$ cat src/hdl/dtc_consts.svh
// constants for the dual timer/counter block: SFR addresses, bit positions,
// reset values, prescaler width and pin positions; assumes an 8-bit SFR bus
// Summary of operation
// RULE1 - timer B gated: counts only when irq B pin high and run bit set
// RULE2 - timer B count select: 1 counts pin falling edges, 0 counts machine cycles
// RULE3 - timer B mode 00: 13-bit counter, low byte is 5-bit prescaler
// RULE4 - timer B mode 01: 16-bit counter, low and high bytes cascaded
// RULE5 - timer B mode 10: 8-bit auto-reload, low overflow reloads from high
// RULE6 - timer B mode 11: counting stops, count held unchanged
// RULE7 - timer A gated: counts only when irq A pin high and run bit set
// RULE8 - timer A count select: 1 counts pin falling edges, 0 counts machine cycles
// RULE9 - timer A mode 00: 13-bit timer, low byte is 5-bit prescaler
// RULE10 - timer A mode 01: 16-bit counter, low and high bytes cascaded
// RULE11 - timer A mode 10: 8-bit auto-reload, low overflow reloads from high
// RULE12 - timer A mode 11: splits into two independent 8-bit counters
// RULE13 - split mode: timer A high byte enabled by timer B run bit
// RULE14 - split mode: timer A low byte enabled by (pin OR not gate) AND run
// RULE15 - timer A count in low and high byte registers, read/write, reset zero
// RULE16 - timer B count in low and high byte registers, read/write, reset zero
// RULE17 - mode register: timer B fields bits 7..4, timer A bits 3..0, reset zero
// RULE18 - timer operation increments once per machine cycle, one sixth of clock
// RULE19 - counter operation samples pin once per machine cycle, counts 1 then 0
// RULE20 - upper byte overflow sets that timer's overflow flag
// RULE21 - software sets a timer's run bit to enable it
// RULE22 - split mode: low overflow sets flag A, high overflow sets flag B
// RULE23 - auto-reload mode: high byte keeps its value, only low byte counts
`ifndef DTC_CONSTS_SVH
`define DTC_CONSTS_SVH

// SFR addresses
`define DTC_ADDR_CTRL      8'h88
`define DTC_ADDR_MODE      8'h89
`define DTC_ADDR_A_LOW     8'h8A
`define DTC_ADDR_B_LOW     8'h8B
`define DTC_ADDR_A_HIGH    8'h8C
`define DTC_ADDR_B_HIGH    8'h8D

// reset values
`define DTC_RST_BYTE       8'h00

// control register bits
`define DTC_CTRL_TF_B      7
`define DTC_CTRL_TR_B      6
`define DTC_CTRL_TF_A      5
`define DTC_CTRL_TR_A      4

// mode register fields
`define DTC_MODE_GATE_B    7
`define DTC_MODE_CT_B      6
`define DTC_MODE_M_B_HI    5
`define DTC_MODE_M_B_LO    4
`define DTC_MODE_GATE_A    3
`define DTC_MODE_CT_A      2
`define DTC_MODE_M_A_HI    1
`define DTC_MODE_M_A_LO    0

// prescaler width in the 13-bit mode
`define DTC_PRESC_W        5

// pin vector positions
`define DTC_PIN_IRQ_A      0
`define DTC_PIN_IRQ_B      1
`define DTC_PIN_CNT_A      2
`define DTC_PIN_CNT_B      3

`endif

$ cat src/hdl/dtc_pkg.sv
// types shared by the dual timer/counter block
// assumes dtc_consts.svh supplies the numeric constants
package dtc_pkg;

    typedef enum logic [1:0] {
        DTC_MODE_13B    = 2'b00,
        DTC_MODE_16B    = 2'b01,
        DTC_MODE_RELOAD = 2'b10,
        DTC_MODE_SPLIT  = 2'b11
    } dtc_mode_e;

    // machine cycle states S1..S6
    typedef enum logic [2:0] {
        DTC_S1 = 3'b000,
        DTC_S2 = 3'b001,
        DTC_S3 = 3'b010,
        DTC_S4 = 3'b011,
        DTC_S5 = 3'b100,
        DTC_S6 = 3'b101
    } dtc_phase_e;

    typedef struct packed {
        logic [7:0] low;
        logic [7:0] high;
        logic       ovf;
    } dtc_step_s;

    typedef struct packed {
        logic       gate;
        logic       count_sel;
        dtc_mode_e  mode;
    } dtc_cfg_s;

endpackage

$ cat src/hdl/dtc_top.sv
// dual 16-bit timer/counter with its SFR registers
// assumes a CPU SFR port on the same clock; pins are asynchronous
`timescale 1ns/1ps
`include "dtc_consts.svh"

module dtc_top #(
    parameter int SYNC_STAGES = 3
) (
    // clock and reset
    input  wire logic       core_clk_in,
    input  wire logic       rst_in,
    // SFR port
    input  wire logic [7:0] sfr_addr_in,
    input  wire logic       sfr_wr_in,
    input  wire logic       sfr_rd_in,
    input  wire logic [7:0] sfr_wdata_in,
    output logic      [7:0] sfr_rdata_out,
    output logic            sfr_hit_out,
    // external pins
    input  wire logic       ext_irq_a_pin_in,
    input  wire logic       ext_irq_b_pin_in,
    input  wire logic       count_a_pin_in,
    input  wire logic       count_b_pin_in,
    // status
    output logic            timer_a_overflow_flag_out,
    output logic            timer_b_overflow_flag_out
);

    // registers
    logic [7:0]             timer_mode_config_r;
    logic [7:0]             timer_control_reg_r;
    logic [7:0]             timer_a_count_low_r;
    logic [7:0]             timer_a_count_high_r;
    logic [7:0]             timer_b_count_low_r;
    logic [7:0]             timer_b_count_high_r;

    // machine cycle and pin conditioning
    dtc_pkg::dtc_phase_e    phase_r;
    dtc_pkg::dtc_phase_e    phase_nxt;
    logic [3:0]             pin_s1_r;
    logic [3:0]             pin_s2_r;
    logic [3:0]             pin_s3_r;
    logic [3:0]             pin_filt_r;
    logic [1:0]             cnt_prev_r;
    logic [1:0]             cnt_pend_r;

    // decoded controls
    dtc_pkg::dtc_cfg_s      cfg_a;
    dtc_pkg::dtc_cfg_s      cfg_b;
    logic                   run_a;
    logic                   run_b;
    logic                   gate_ok_a;
    logic                   gate_ok_b;
    logic                   inc_a;
    logic                   inc_b;
    logic                   split_a;
    dtc_pkg::dtc_step_s     step_a;
    dtc_pkg::dtc_step_s     step_b;
    logic                   split_hi_ovf;
    logic                   set_tf_a;
    logic                   set_tf_b;

    logic                   wr_ctrl;
    logic                   wr_mode;
    logic                   wr_a_low;
    logic                   wr_a_high;
    logic                   wr_b_low;
    logic                   wr_b_high;

    // one timer step; same arithmetic serves both timers
    function automatic dtc_pkg::dtc_step_s count_step(
        input dtc_pkg::dtc_mode_e mode,
        input logic [7:0]         low,
        input logic [7:0]         high,
        input logic               en
    );
        dtc_pkg::dtc_step_s       res;
        logic [`DTC_PRESC_W:0]    pre;
        logic [8:0]               lsum;
        logic [8:0]               hsum;
        res.low  = low;
        res.high = high;
        res.ovf  = 1'h0;
        pre      = {1'h0, low[`DTC_PRESC_W-1:0]} + {{`DTC_PRESC_W{1'h0}}, 1'h1};
        lsum     = {1'h0, low} + 9'h001;
        hsum     = {1'h0, high} + 9'h001;
        if (en) begin
            case (mode)
                // RULE3 RULE9 5-bit prescale
                dtc_pkg::DTC_MODE_13B: begin
                    res.low[`DTC_PRESC_W-1:0] = pre[`DTC_PRESC_W-1:0];
                    if (pre[`DTC_PRESC_W]) begin
                        res.high = hsum[7:0];
                        // RULE20 upper overflow flag
                        res.ovf  = hsum[8];
                    end
                end
                // RULE4 RULE10 cascaded bytes
                dtc_pkg::DTC_MODE_16B: begin
                    res.low = lsum[7:0];
                    if (lsum[8]) begin
                        res.high = hsum[7:0];
                        res.ovf  = hsum[8];
                    end
                end
                // RULE5 RULE11 RULE23 reload from high
                dtc_pkg::DTC_MODE_RELOAD: begin
                    res.low = lsum[8] ? high : lsum[7:0];
                    res.ovf = lsum[8];
                end
                // RULE6 count frozen
                dtc_pkg::DTC_MODE_SPLIT: begin
                    res.low  = low;
                    res.high = high;
                end
                default: begin
                    res.low  = low;
                    res.high = high;
                end
            endcase
        end
        return res;
    endfunction

    // SFR write strobes
    assign wr_ctrl   = sfr_wr_in && (sfr_addr_in == `DTC_ADDR_CTRL);
    assign wr_mode   = sfr_wr_in && (sfr_addr_in == `DTC_ADDR_MODE);
    assign wr_a_low  = sfr_wr_in && (sfr_addr_in == `DTC_ADDR_A_LOW);
    assign wr_a_high = sfr_wr_in && (sfr_addr_in == `DTC_ADDR_A_HIGH);
    assign wr_b_low  = sfr_wr_in && (sfr_addr_in == `DTC_ADDR_B_LOW);
    assign wr_b_high = sfr_wr_in && (sfr_addr_in == `DTC_ADDR_B_HIGH);

    // RULE17 mode field layout
    assign cfg_b = timer_mode_config_r[`DTC_MODE_GATE_B:`DTC_MODE_M_B_LO];
    assign cfg_a = timer_mode_config_r[`DTC_MODE_GATE_A:`DTC_MODE_M_A_LO];

    // RULE21 run bits from software
    assign run_a = timer_control_reg_r[`DTC_CTRL_TR_A];
    assign run_b = timer_control_reg_r[`DTC_CTRL_TR_B];

    // RULE7 RULE14 gate for timer A
    assign gate_ok_a = run_a && (!cfg_a.gate || pin_filt_r[`DTC_PIN_IRQ_A]);
    // RULE1 gate for timer B
    assign gate_ok_b = run_b && (!cfg_b.gate || pin_filt_r[`DTC_PIN_IRQ_B]);

    // RULE8 timer or counter for A
    assign inc_a = gate_ok_a && (!cfg_a.count_sel || cnt_pend_r[0]);
    // RULE2 timer or counter for B
    assign inc_b = gate_ok_b && (!cfg_b.count_sel || cnt_pend_r[1]);

    assign split_a = (cfg_a.mode == dtc_pkg::DTC_MODE_SPLIT);

    always_comb begin
        logic [8:0] lsum;
        logic [8:0] hsum;
        lsum         = {1'h0, timer_a_count_low_r} + 9'h001;
        hsum         = {1'h0, timer_a_count_high_r} + 9'h001;
        split_hi_ovf = 1'h0;
        if (split_a) begin
            // RULE12 two independent 8-bit counters
            step_a.low  = inc_a ? lsum[7:0] : timer_a_count_low_r;
            step_a.ovf  = inc_a && lsum[8];
            step_a.high = timer_a_count_high_r;
            // RULE13 high byte runs on timer B run bit
            if (run_b) begin
                step_a.high  = hsum[7:0];
                split_hi_ovf = hsum[8];
            end
        end else begin
            step_a = count_step(cfg_a.mode, timer_a_count_low_r,
                                timer_a_count_high_r, inc_a);
        end
    end

    always_comb begin
        step_b = count_step(cfg_b.mode, timer_b_count_low_r,
                            timer_b_count_high_r, inc_b);
    end

    // RULE22 split overflows to both flags
    assign set_tf_a = (phase_r == dtc_pkg::DTC_S1) && step_a.ovf;
    assign set_tf_b = ((phase_r == dtc_pkg::DTC_S3) && step_b.ovf) ||
                      ((phase_r == dtc_pkg::DTC_S1) && split_hi_ovf);

    // RULE18 six-state machine cycle
    always_comb begin
        case (phase_r)
            dtc_pkg::DTC_S1: phase_nxt = dtc_pkg::DTC_S2;
            dtc_pkg::DTC_S2: phase_nxt = dtc_pkg::DTC_S3;
            dtc_pkg::DTC_S3: phase_nxt = dtc_pkg::DTC_S4;
            dtc_pkg::DTC_S4: phase_nxt = dtc_pkg::DTC_S5;
            dtc_pkg::DTC_S5: phase_nxt = dtc_pkg::DTC_S6;
            dtc_pkg::DTC_S6: phase_nxt = dtc_pkg::DTC_S1;
            default:         phase_nxt = dtc_pkg::DTC_S1;
        endcase
    end

    always_ff @(posedge core_clk_in) begin
        if (rst_in) begin
            phase_r <= dtc_pkg::DTC_S1;
        end else begin
            phase_r <= phase_nxt;
        end
    end

    // pins are asynchronous; level moves once the last two stages agree
    always_ff @(posedge core_clk_in) begin
        if (rst_in) begin
            pin_s1_r   <= 4'h0;
            pin_s2_r   <= 4'h0;
            pin_s3_r   <= 4'h0;
            pin_filt_r <= 4'h0;
        end else begin
            pin_s1_r   <= {count_b_pin_in, count_a_pin_in,
                           ext_irq_b_pin_in, ext_irq_a_pin_in};
            pin_s2_r   <= pin_s1_r;
            pin_s3_r   <= pin_s2_r;
            pin_filt_r <= (pin_s2_r & pin_s3_r) |
                          (pin_filt_r & (pin_s2_r | pin_s3_r));
        end
    end

    // RULE19 sampled once per cycle, 1 then 0
    always_ff @(posedge core_clk_in) begin
        if (rst_in) begin
            cnt_prev_r <= 2'h0;
            cnt_pend_r <= 2'h0;
        end else begin
            if (phase_r == dtc_pkg::DTC_S5) begin
                cnt_prev_r <= pin_filt_r[`DTC_PIN_CNT_B:`DTC_PIN_CNT_A];
                cnt_pend_r <= cnt_pend_r |
                              (cnt_prev_r & ~pin_filt_r[`DTC_PIN_CNT_B:`DTC_PIN_CNT_A]);
            end else begin
                // edge consumed at the timer's own increment state
                if (phase_r == dtc_pkg::DTC_S1) begin
                    cnt_pend_r[0] <= 1'h0;
                end
                if (phase_r == dtc_pkg::DTC_S3) begin
                    cnt_pend_r[1] <= 1'h0;
                end
            end
        end
    end

    always_ff @(posedge core_clk_in) begin
        if (rst_in) begin
            timer_mode_config_r <= `DTC_RST_BYTE;
        end else if (wr_mode) begin
            timer_mode_config_r <= sfr_wdata_in;
        end
    end

    // hardware set beats a software clear in the same cycle
    always_ff @(posedge core_clk_in) begin
        if (rst_in) begin
            timer_control_reg_r <= `DTC_RST_BYTE;
        end else begin
            if (wr_ctrl) begin
                timer_control_reg_r <= sfr_wdata_in;
            end
            // RULE20 overflow sets flag
            if (set_tf_a) begin
                timer_control_reg_r[`DTC_CTRL_TF_A] <= 1'h1;
            end
            if (set_tf_b) begin
                timer_control_reg_r[`DTC_CTRL_TF_B] <= 1'h1;
            end
        end
    end

    // RULE15 timer A bytes; software write overrides the hardware step
    always_ff @(posedge core_clk_in) begin
        if (rst_in) begin
            timer_a_count_low_r  <= `DTC_RST_BYTE;
            timer_a_count_high_r <= `DTC_RST_BYTE;
        end else begin
            if (phase_r == dtc_pkg::DTC_S1) begin
                timer_a_count_low_r  <= step_a.low;
                timer_a_count_high_r <= step_a.high;
            end
            if (wr_a_low) begin
                timer_a_count_low_r <= sfr_wdata_in;
            end
            if (wr_a_high) begin
                timer_a_count_high_r <= sfr_wdata_in;
            end
        end
    end

    // RULE16 timer B bytes; software write overrides the hardware step
    always_ff @(posedge core_clk_in) begin
        if (rst_in) begin
            timer_b_count_low_r  <= `DTC_RST_BYTE;
            timer_b_count_high_r <= `DTC_RST_BYTE;
        end else begin
            if (phase_r == dtc_pkg::DTC_S3) begin
                timer_b_count_low_r  <= step_b.low;
                timer_b_count_high_r <= step_b.high;
            end
            if (wr_b_low) begin
                timer_b_count_low_r <= sfr_wdata_in;
            end
            if (wr_b_high) begin
                timer_b_count_high_r <= sfr_wdata_in;
            end
        end
    end

    // read data registered; unmapped addresses answer zero with no hit
    always_ff @(posedge core_clk_in) begin
        if (rst_in) begin
            sfr_rdata_out <= `DTC_RST_BYTE;
            sfr_hit_out   <= 1'h0;
        end else begin
            sfr_hit_out   <= 1'h0;
            sfr_rdata_out <= `DTC_RST_BYTE;
            if (sfr_rd_in) begin
                sfr_hit_out <= 1'h1;
                case (sfr_addr_in)
                    `DTC_ADDR_CTRL:   sfr_rdata_out <= timer_control_reg_r;
                    `DTC_ADDR_MODE:   sfr_rdata_out <= timer_mode_config_r;
                    `DTC_ADDR_A_LOW:  sfr_rdata_out <= timer_a_count_low_r;
                    `DTC_ADDR_B_LOW:  sfr_rdata_out <= timer_b_count_low_r;
                    `DTC_ADDR_A_HIGH: sfr_rdata_out <= timer_a_count_high_r;
                    `DTC_ADDR_B_HIGH: sfr_rdata_out <= timer_b_count_high_r;
                    default: begin
                        sfr_hit_out   <= 1'h0;
                        sfr_rdata_out <= `DTC_RST_BYTE;
                    end
                endcase
            end
        end
    end

    // flags come straight from the control register flops
    assign timer_a_overflow_flag_out = timer_control_reg_r[`DTC_CTRL_TF_A];
    assign timer_b_overflow_flag_out = timer_control_reg_r[`DTC_CTRL_TF_B];

endmodule

$ cat config.mk
export PLATFORM = sky130hd
export DESIGN_NAME = dtc_top
export DESIGN_NICKNAME = d
export VERILOG_FILES = /design/src/hdl/dtc_pkg.sv /design/src/hdl/dtc_top.sv
export VERILOG_INCLUDE_DIRS = /design/src /design/src/hdl
export SDC_FILE = /design/constraint.sdc
export NUM_CORES = 1
export LEC_CHECK = 0
export BUFFER_PORTS_ARGS = -buffer_cell sky130_fd_sc_hd__buf_2
export CORE_UTILIZATION = 54
export DETAILED_ROUTE_END_ITERATION = 10
export PLACE_DENSITY = 0.83
export SYNTH_ARGS = -nofsm -noshare
export SYNTH_HDL_FRONTEND = slang
export SYNTH_SLANG_ARGS = --single-unit
export TNS_END_PERCENT = 1
$ cat constraint.sdc
create_clock -name core_clk_in -period 2.65 [get_ports core_clk_in]
set_clock_uncertainty 0.1 [all_clocks]
set_input_delay 0.1325 -clock core_clk_in [delete_from_list [all_inputs] [get_ports core_clk_in]]
set_output_delay 0.1325 -clock core_clk_in [all_outputs]
set_load 0.1 [all_outputs]
Word level (Yosys, flattened, before mapping)
Index checks and enable logic that the tools add are counted.

cells by class
  add/sub/neg operators = 6
  $mul = 0
  div/mod/pow operators = 0
  order comparisons = 0
  equal/unequal tests = 22
  shift-type cells = 0
  muxes and demuxes = 38
  bitwise gates (word level) = 8
  reduce and logical (&&, ||, !) cells = 50

operators with widths
  operator                                                         number
  8-bit two-way mux                                                13
  17-bit two-way mux                                               3
  8-bit == test, second input constant                             6
  8-bit case mux with 6 select lines                               1
  8-bit by 1-bit adder with 9-bit output, second input constant    4
  9-bit two-way mux                                                4
  8-bit case mux with 2 select lines                               2
  5-bit case mux with 3 select lines                               2
  2-bit nonzero test                                               11
  3-bit case mux with 5 select lines                               1
  1-bit logical AND                                                14
  5-bit by 1-bit adder with 6-bit output, second input constant    2
  3-bit case mux with 2 select lines                               2
  3-bit AND reduction                                              3
  3-bit nonzero test                                               3
  4-bit bitwise AND                                                2
  2-bit == test, second input constant                             4
  4-bit inequality test, second input constant                     2
  4-bit bitwise OR                                                 2
  4-bit nonzero test                                               2
  1-bit two-way mux                                                7
  3-bit by 2-bit == test with 1-bit output, second input constant  2
  3-bit inequality test, second input constant                     2
  1-bit case mux with 3 select lines                               2
  other kinds (19)                                                 28

storage, ports and cells
  flip-flop bits (word level) = 80
  bits in latches = 0
  memory bits (writable) = 0
  bits in read-only memories = 0
  logic and storage cells = 144
  memories = 0

Logic depth before layout (Yosys ltp)
  depth after elaboration = 8
  depth in mapped cells = 7
  mapped depth without buffers = 7

Least setup slack after synthesis
OpenSTA, ideal clock, no wires.

  path type = register to register
  start = register timer_mode_config_r[0]
  end = register timer_a_count_high_r[4]
  setup time = 0.091 ns
  arrival = 2.025 ns
  data required time = 2.459 ns
  path slack = 0.434 ns
  cell stages (with the launch flop) = 8
  buffers on the path = 0
  period minus slack after synthesis = 2.216 ns
  path through = dfxtp_1 inv_1 ha_1 and4_1 a221oi_1 nor4b_4 a31o_2 a311oi_1

between the ends
  cells in the longest elaborated chain, start to end = 6

ends and longest elaborated chain
  element                                                                             RTL line        source
  start: declaration                                                                  dtc_top.sv:30   logic [7:0] timer_mode_config_r;
  start signal: assignment                                                            dtc_top.sv:247  timer_mode_config_r <= `DTC_RST_BYTE;
  start signal: assignment                                                            dtc_top.sv:249  timer_mode_config_r <= sfr_wdata_in;
  2-bit by 1-bit == test with 1-bit output / 2-bit zero test (equally long branches)  dtc_top.sv:88   case (mode)
  8-bit case mux with 2 select lines                                                  dtc_top.sv:88
  17-bit two-way mux                                                                  dtc_top.sv:87   if (en) begin
  17-bit two-way mux                                                                  dtc_top.sv:159  if (split_a) begin
  8-bit two-way mux                                                                   dtc_top.sv:277  if (phase_r == dtc_pkg::DTC_S1) begin
  8-bit two-way mux                                                                   dtc_top.sv:284  if (wr_a_high) begin
  end signal: assignment                                                              dtc_top.sv:275  timer_a_count_high_r <= `DTC_RST_BYTE;
  end signal: assignment                                                              dtc_top.sv:279  timer_a_count_high_r <= step_a.high;
  end signal: assignment                                                              dtc_top.sv:285  timer_a_count_high_r <= sfr_wdata_in;
  end: declaration                                                                    dtc_top.sv:33   logic [7:0] timer_a_count_high_r;

Parallel ways exist; a longest one is shown, timed or not. The select of a mux whose other input is x is not followed.
A chain may end at the register's enable or synchronous reset.

Final worst setup path
  start = register timer_b_count_low_r[1]
  end = register timer_b_count_high_r[7]

between the ends
  cells in the longest elaborated chain, start to end = 3

ends and longest elaborated chain
  element                                                                                                  RTL line                      source
  start: declaration                                                                                       dtc_top.sv:34                 logic [7:0] timer_b_count_low_r;
  start signal: assignment                                                                                 dtc_top.sv:293                timer_b_count_low_r <= `DTC_RST_BYTE;
  start signal: assignment                                                                                 dtc_top.sv:297                timer_b_count_low_r <= step_b.low;
  start signal: assignment                                                                                 dtc_top.sv:301                timer_b_count_low_r <= sfr_wdata_in;
  8-bit by 1-bit adder with 9-bit output / 5-bit by 1-bit adder with 6-bit output (equally long branches)  dtc_top.sv:85, dtc_top.sv:84
  3-bit inequality test (no source line)                                                                   --
  5-bit AND reduction (no source line) (*)                                                                 --
  end signal: assignment                                                                                   dtc_top.sv:294                timer_b_count_high_r <= `DTC_RST_BYTE;
  end signal: assignment                                                                                   dtc_top.sv:298                timer_b_count_high_r <= step_b.high;
  end signal: assignment                                                                                   dtc_top.sv:304                timer_b_count_high_r <= sfr_wdata_in;
  end: declaration                                                                                         dtc_top.sv:35                 logic [7:0] timer_b_count_high_r;

Every way passes the cells marked *; elsewhere a longest branch is shown, timed or not.

==> summary.md <==
| Metric | Value |
|---|---|
| Chip height | 94.0 um |
| Slew HR | 52.2% |
| Grt ovf | 0 |
| Initial DRC Count | 506 |
| Fmax | 418 MHz |
| Arr. time, crit path | 2.55 ns |
| Mux cell area share after synthesis | 3.53% |
| Slowest cell on the critical path | or4_1 |
| Hold Path Class | primary input to flop |
| IO Pins | 35 |
| FFs w/ async S/R, synth | 0% |
| Post-synth EDFFs | 0 |
| Slew @ Worst Pin | 0.698 ns |
| Hold Path End | timer_mode_config_r[1]$_SDFFE_PP0P_ |
| # diodes | 0 |
| Crit Reg-Reg Endpoint | timer_b_count_high_r[7]$_SDFFE_PP0P_ |
| Static leakage | 1.75 nW |
| Initial Util | 55.6% |
| IO buf count | 34 |
| Final setup vio count | 0 |
| H-tree Lvls | 3 |
| Routability Congestion | 0.917 |
| Final Max Tran Viols | 0 |
| # DRC | 0 |
| Largest cells by area after synthesis | dfxtp_1 35%, a21oi_1 4.2%, nand3_1 4.1% |
| Final WS setup | 0.259 ns |
| Die Wd | 94.0 um |
| Clock Latency Late Sink | 0.35 ns |
| Mapped cell area | 4570 um2 |
| Synth Area in Simple Gates | 28.9% |
| Worst R2R Setup Slack | 0.26 ns |
| Longest Clk Path Bufs | 2 |
| Synth Flop Type | dfxtp_1 |
| Rows | 33 |
| TritonRoute pass-1 iters | 8 |
| Register area share after synthesis | 35.0% |
| Commonest non-fill, non-tap cell in the layout | dfxtp_1 |
| Period minus WS final | 2.39 ns |
| Post-synthesis xor/xnor area fraction | 1.34% |
| Worst r2r src | timer_b_count_low_r[1]$_SDFFE_PP0P_ |
| CTS tree | yes |
| Synth Instances | 538 |
| RSZ-0062 raised after global routing | false |
| Complex-gate fraction of the synthesized area | 22.8% |
| Largest net degree at the start of global routing | 41 |
| Wire per inst | 19.2 um |
| Hold_sp | sfr_wdata_in[1] |
| Vias per inst | 6.63 |
| Root buffer cell | clkbuf_8 |
| Critical path, cell by cell | ha_1, and3_1, a31oi_1, a211o_1, or4_1, a311oi_1 |
| Final #Nets | 613 |
| Mapped Nets | 575 |
| Core box area | 8220 um2 |
| Share of layout cells above drive strength 1 | 15.5% |
| Peak supply drop | 0.375 mV |
| WP data required | 2.81 ns |
| Cts bufs inserted | 9 |
| Final Total Pwr | 2.20 mW |
| Vias in the first global route | 4,019 |
| Yosys warns | 0 |
| Clock sink count | 80 |
| Worst-path clk slew | 0.09 ns |
| PwrDens | 434 nW/um2 |
| Yosys reg bits | 80 |
| CP max FO | 7 |
| Status | completed |
| Commonest non-fill, non-tap cells in the layout | 80 x dfxtp_1, 40 x nand2_1, 38 x a21oi_1 |
| Post-synth cell types | 66 |
| Avg Inst Size Synth | 8.49 um2 |
| Final Util | 61.6% |
| Crit Path Category | flop to flop |
| Vias | 4,551 |
| Wirelength, routed | 13.1 mm |
| Area grow syn2layout | 10.8% |
| Cells on Worst Hold Path | 3 |
| Hold Vio Cnt, Final | 0 |
| Setup TNS | 0 ns |
| Post-synth top area share | 35.0% |
| Max stage delay on crit path | 0.51 ns |
| Adder and majority gate portion of the synthesized area | 3.56% |
| Initial antenna violation count | 0 |
| Antenna Nets Post-Route | 0 |
| Place WS | 0.313 ns |
| Final Cycle Share | 90.2% |
| R2R depth | 6 |
| First-pass GRT wire length | 20.6 mm |
| Gr usage total | 30.4% |
| Max-cap violations | 0 |
| Critical Path Start Type | flop |
| Setup crit end kind | flop |
| Die ar. | 8830 um2 |
| Synth area leader | dfxtp_1 |
| Largest family of logic cells by synthesized area | simple AND/OR/NAND/NOR gates |
| Final HPWL DP | 9.42 mm |
==> critical path: cells and delay by family (launching register included) <==
family / cells / cell delay (ns)
fa+ha+maj: 1 / 0.24
flops: 1 / 0.42
simple gates: 2 / 0.75
compound gates: 3 / 0.80
==> layout make-up <==
type                            instances  area [um2]
Multi-Input combinational cell        413        2750
Fill cell                             714        3150
Timing Repair Buffer                   55         338
Clock buffer                            9         124
Sequential cell                        80        1600
Tap cell                              105         131
Clock inverter                          7        52.6
Inverter                               17        63.8
==> state kept, by name, summed over array words and instances (netlist names), 8 cells and up <==
register              cells
timer_a_count_high_r      8
timer_mode_config_r       8
timer_b_count_low_r       8
timer_b_count_high_r      8
timer_control_reg_r       8
timer_a_count_low_r       8
sfr_rdata_out             8
==> cells by family after synthesis <==
group,count (synthesis)
AO/OA/AOI/OAI,152
buffers and inverters,45
adder cells (fa/ha/maj),13
XOR/XNOR,7
multiplexers,15
AND/OR/NAND/NOR,226
flip-flops,80
==> per-layer routing <==
layer	vias to the layer above	global-route usage [%]	share of wire, %
met2	273	46.7	45
met5	-	0	0
met1	2108	41.3	42
met4	0	15.6	3.9
met3	48	4.21	8.9
li1	2122	-	-
==> cells in the mapped netlist, drive strengths merged, types with 7 or more instances <==
master,n
mux2,9
nor2,33
nor2b,16
a222oi,8
nand2,40
nand4,13
a311oi,10
inv,16
a211oi,17
clkbuf,15
dfxtp,80
nor3,14
nor4,8
and4,9
and2,8
a22oi,13
nand3,37
o21ai,24
a31oi,8
buf,13
ha,13
a21oi,38
nand2b,11
or3,7
==> per-stage QoR <==
stage | cells | hold slack [ns] | area, um2
finish | 686 | 0.0334 | 5060
global placement | 666 | 0.248 | 4850
CTS | 686 | 0.0186 | 5060
floorplan | 538 | 0.152 | 4570
global route | 686 | 0.0138 | 5060
detailed placement | 666 | 0.249 | 4850
==> worst max path at each step <==
stage / to / from
6_report: timer_b_count_high_r[7]$_SDFFE_PP0P_ / timer_b_count_low_r[1]$_SDFFE_PP0P_
5_1_grt: timer_b_count_high_r[7]$_SDFFE_PP0P_ / timer_b_count_low_r[0]$_SDFFE_PP0P_
3_3_place_gp: timer_b_count_high_r[7]$_SDFFE_PP0P_ / timer_b_count_low_r[1]$_SDFFE_PP0P_
4_1_cts: timer_a_count_low_r[5]$_SDFFE_PP0P_ / phase_r[2]$_SDFF_PP0_
2_1_floorplan: timer_a_count_high_r[4]$_SDFFE_PP0P_ / timer_mode_config_r[0]$_SDFFE_PP0P_
3_5_place_dp: timer_b_count_high_r[7]$_SDFFE_PP0P_ / timer_b_count_low_r[1]$_SDFFE_PP0P_
==> timing repair <==
| action | in CTS | in global routing |
|---|---|---|
| resized for setup | 0 | 0 |
| setup endpoints to repair | 0 | 0 |
| hold buffers | 4 | 0 |
| hold endpoints to repair | 4 | 0 |
| buffers inserted | 0 | 0 |
==> power breakdown <==
group	switching [mW]	leakage [nW]	internal (mW)	total, mW
combinational	0.0840	1.01	0.0500	0.134
clock	0.480	0.0904	0.349	0.829
sequential	0.0185	0.647	1.22	1.23
No activity file was read; power rests on OpenSTA's default activity.
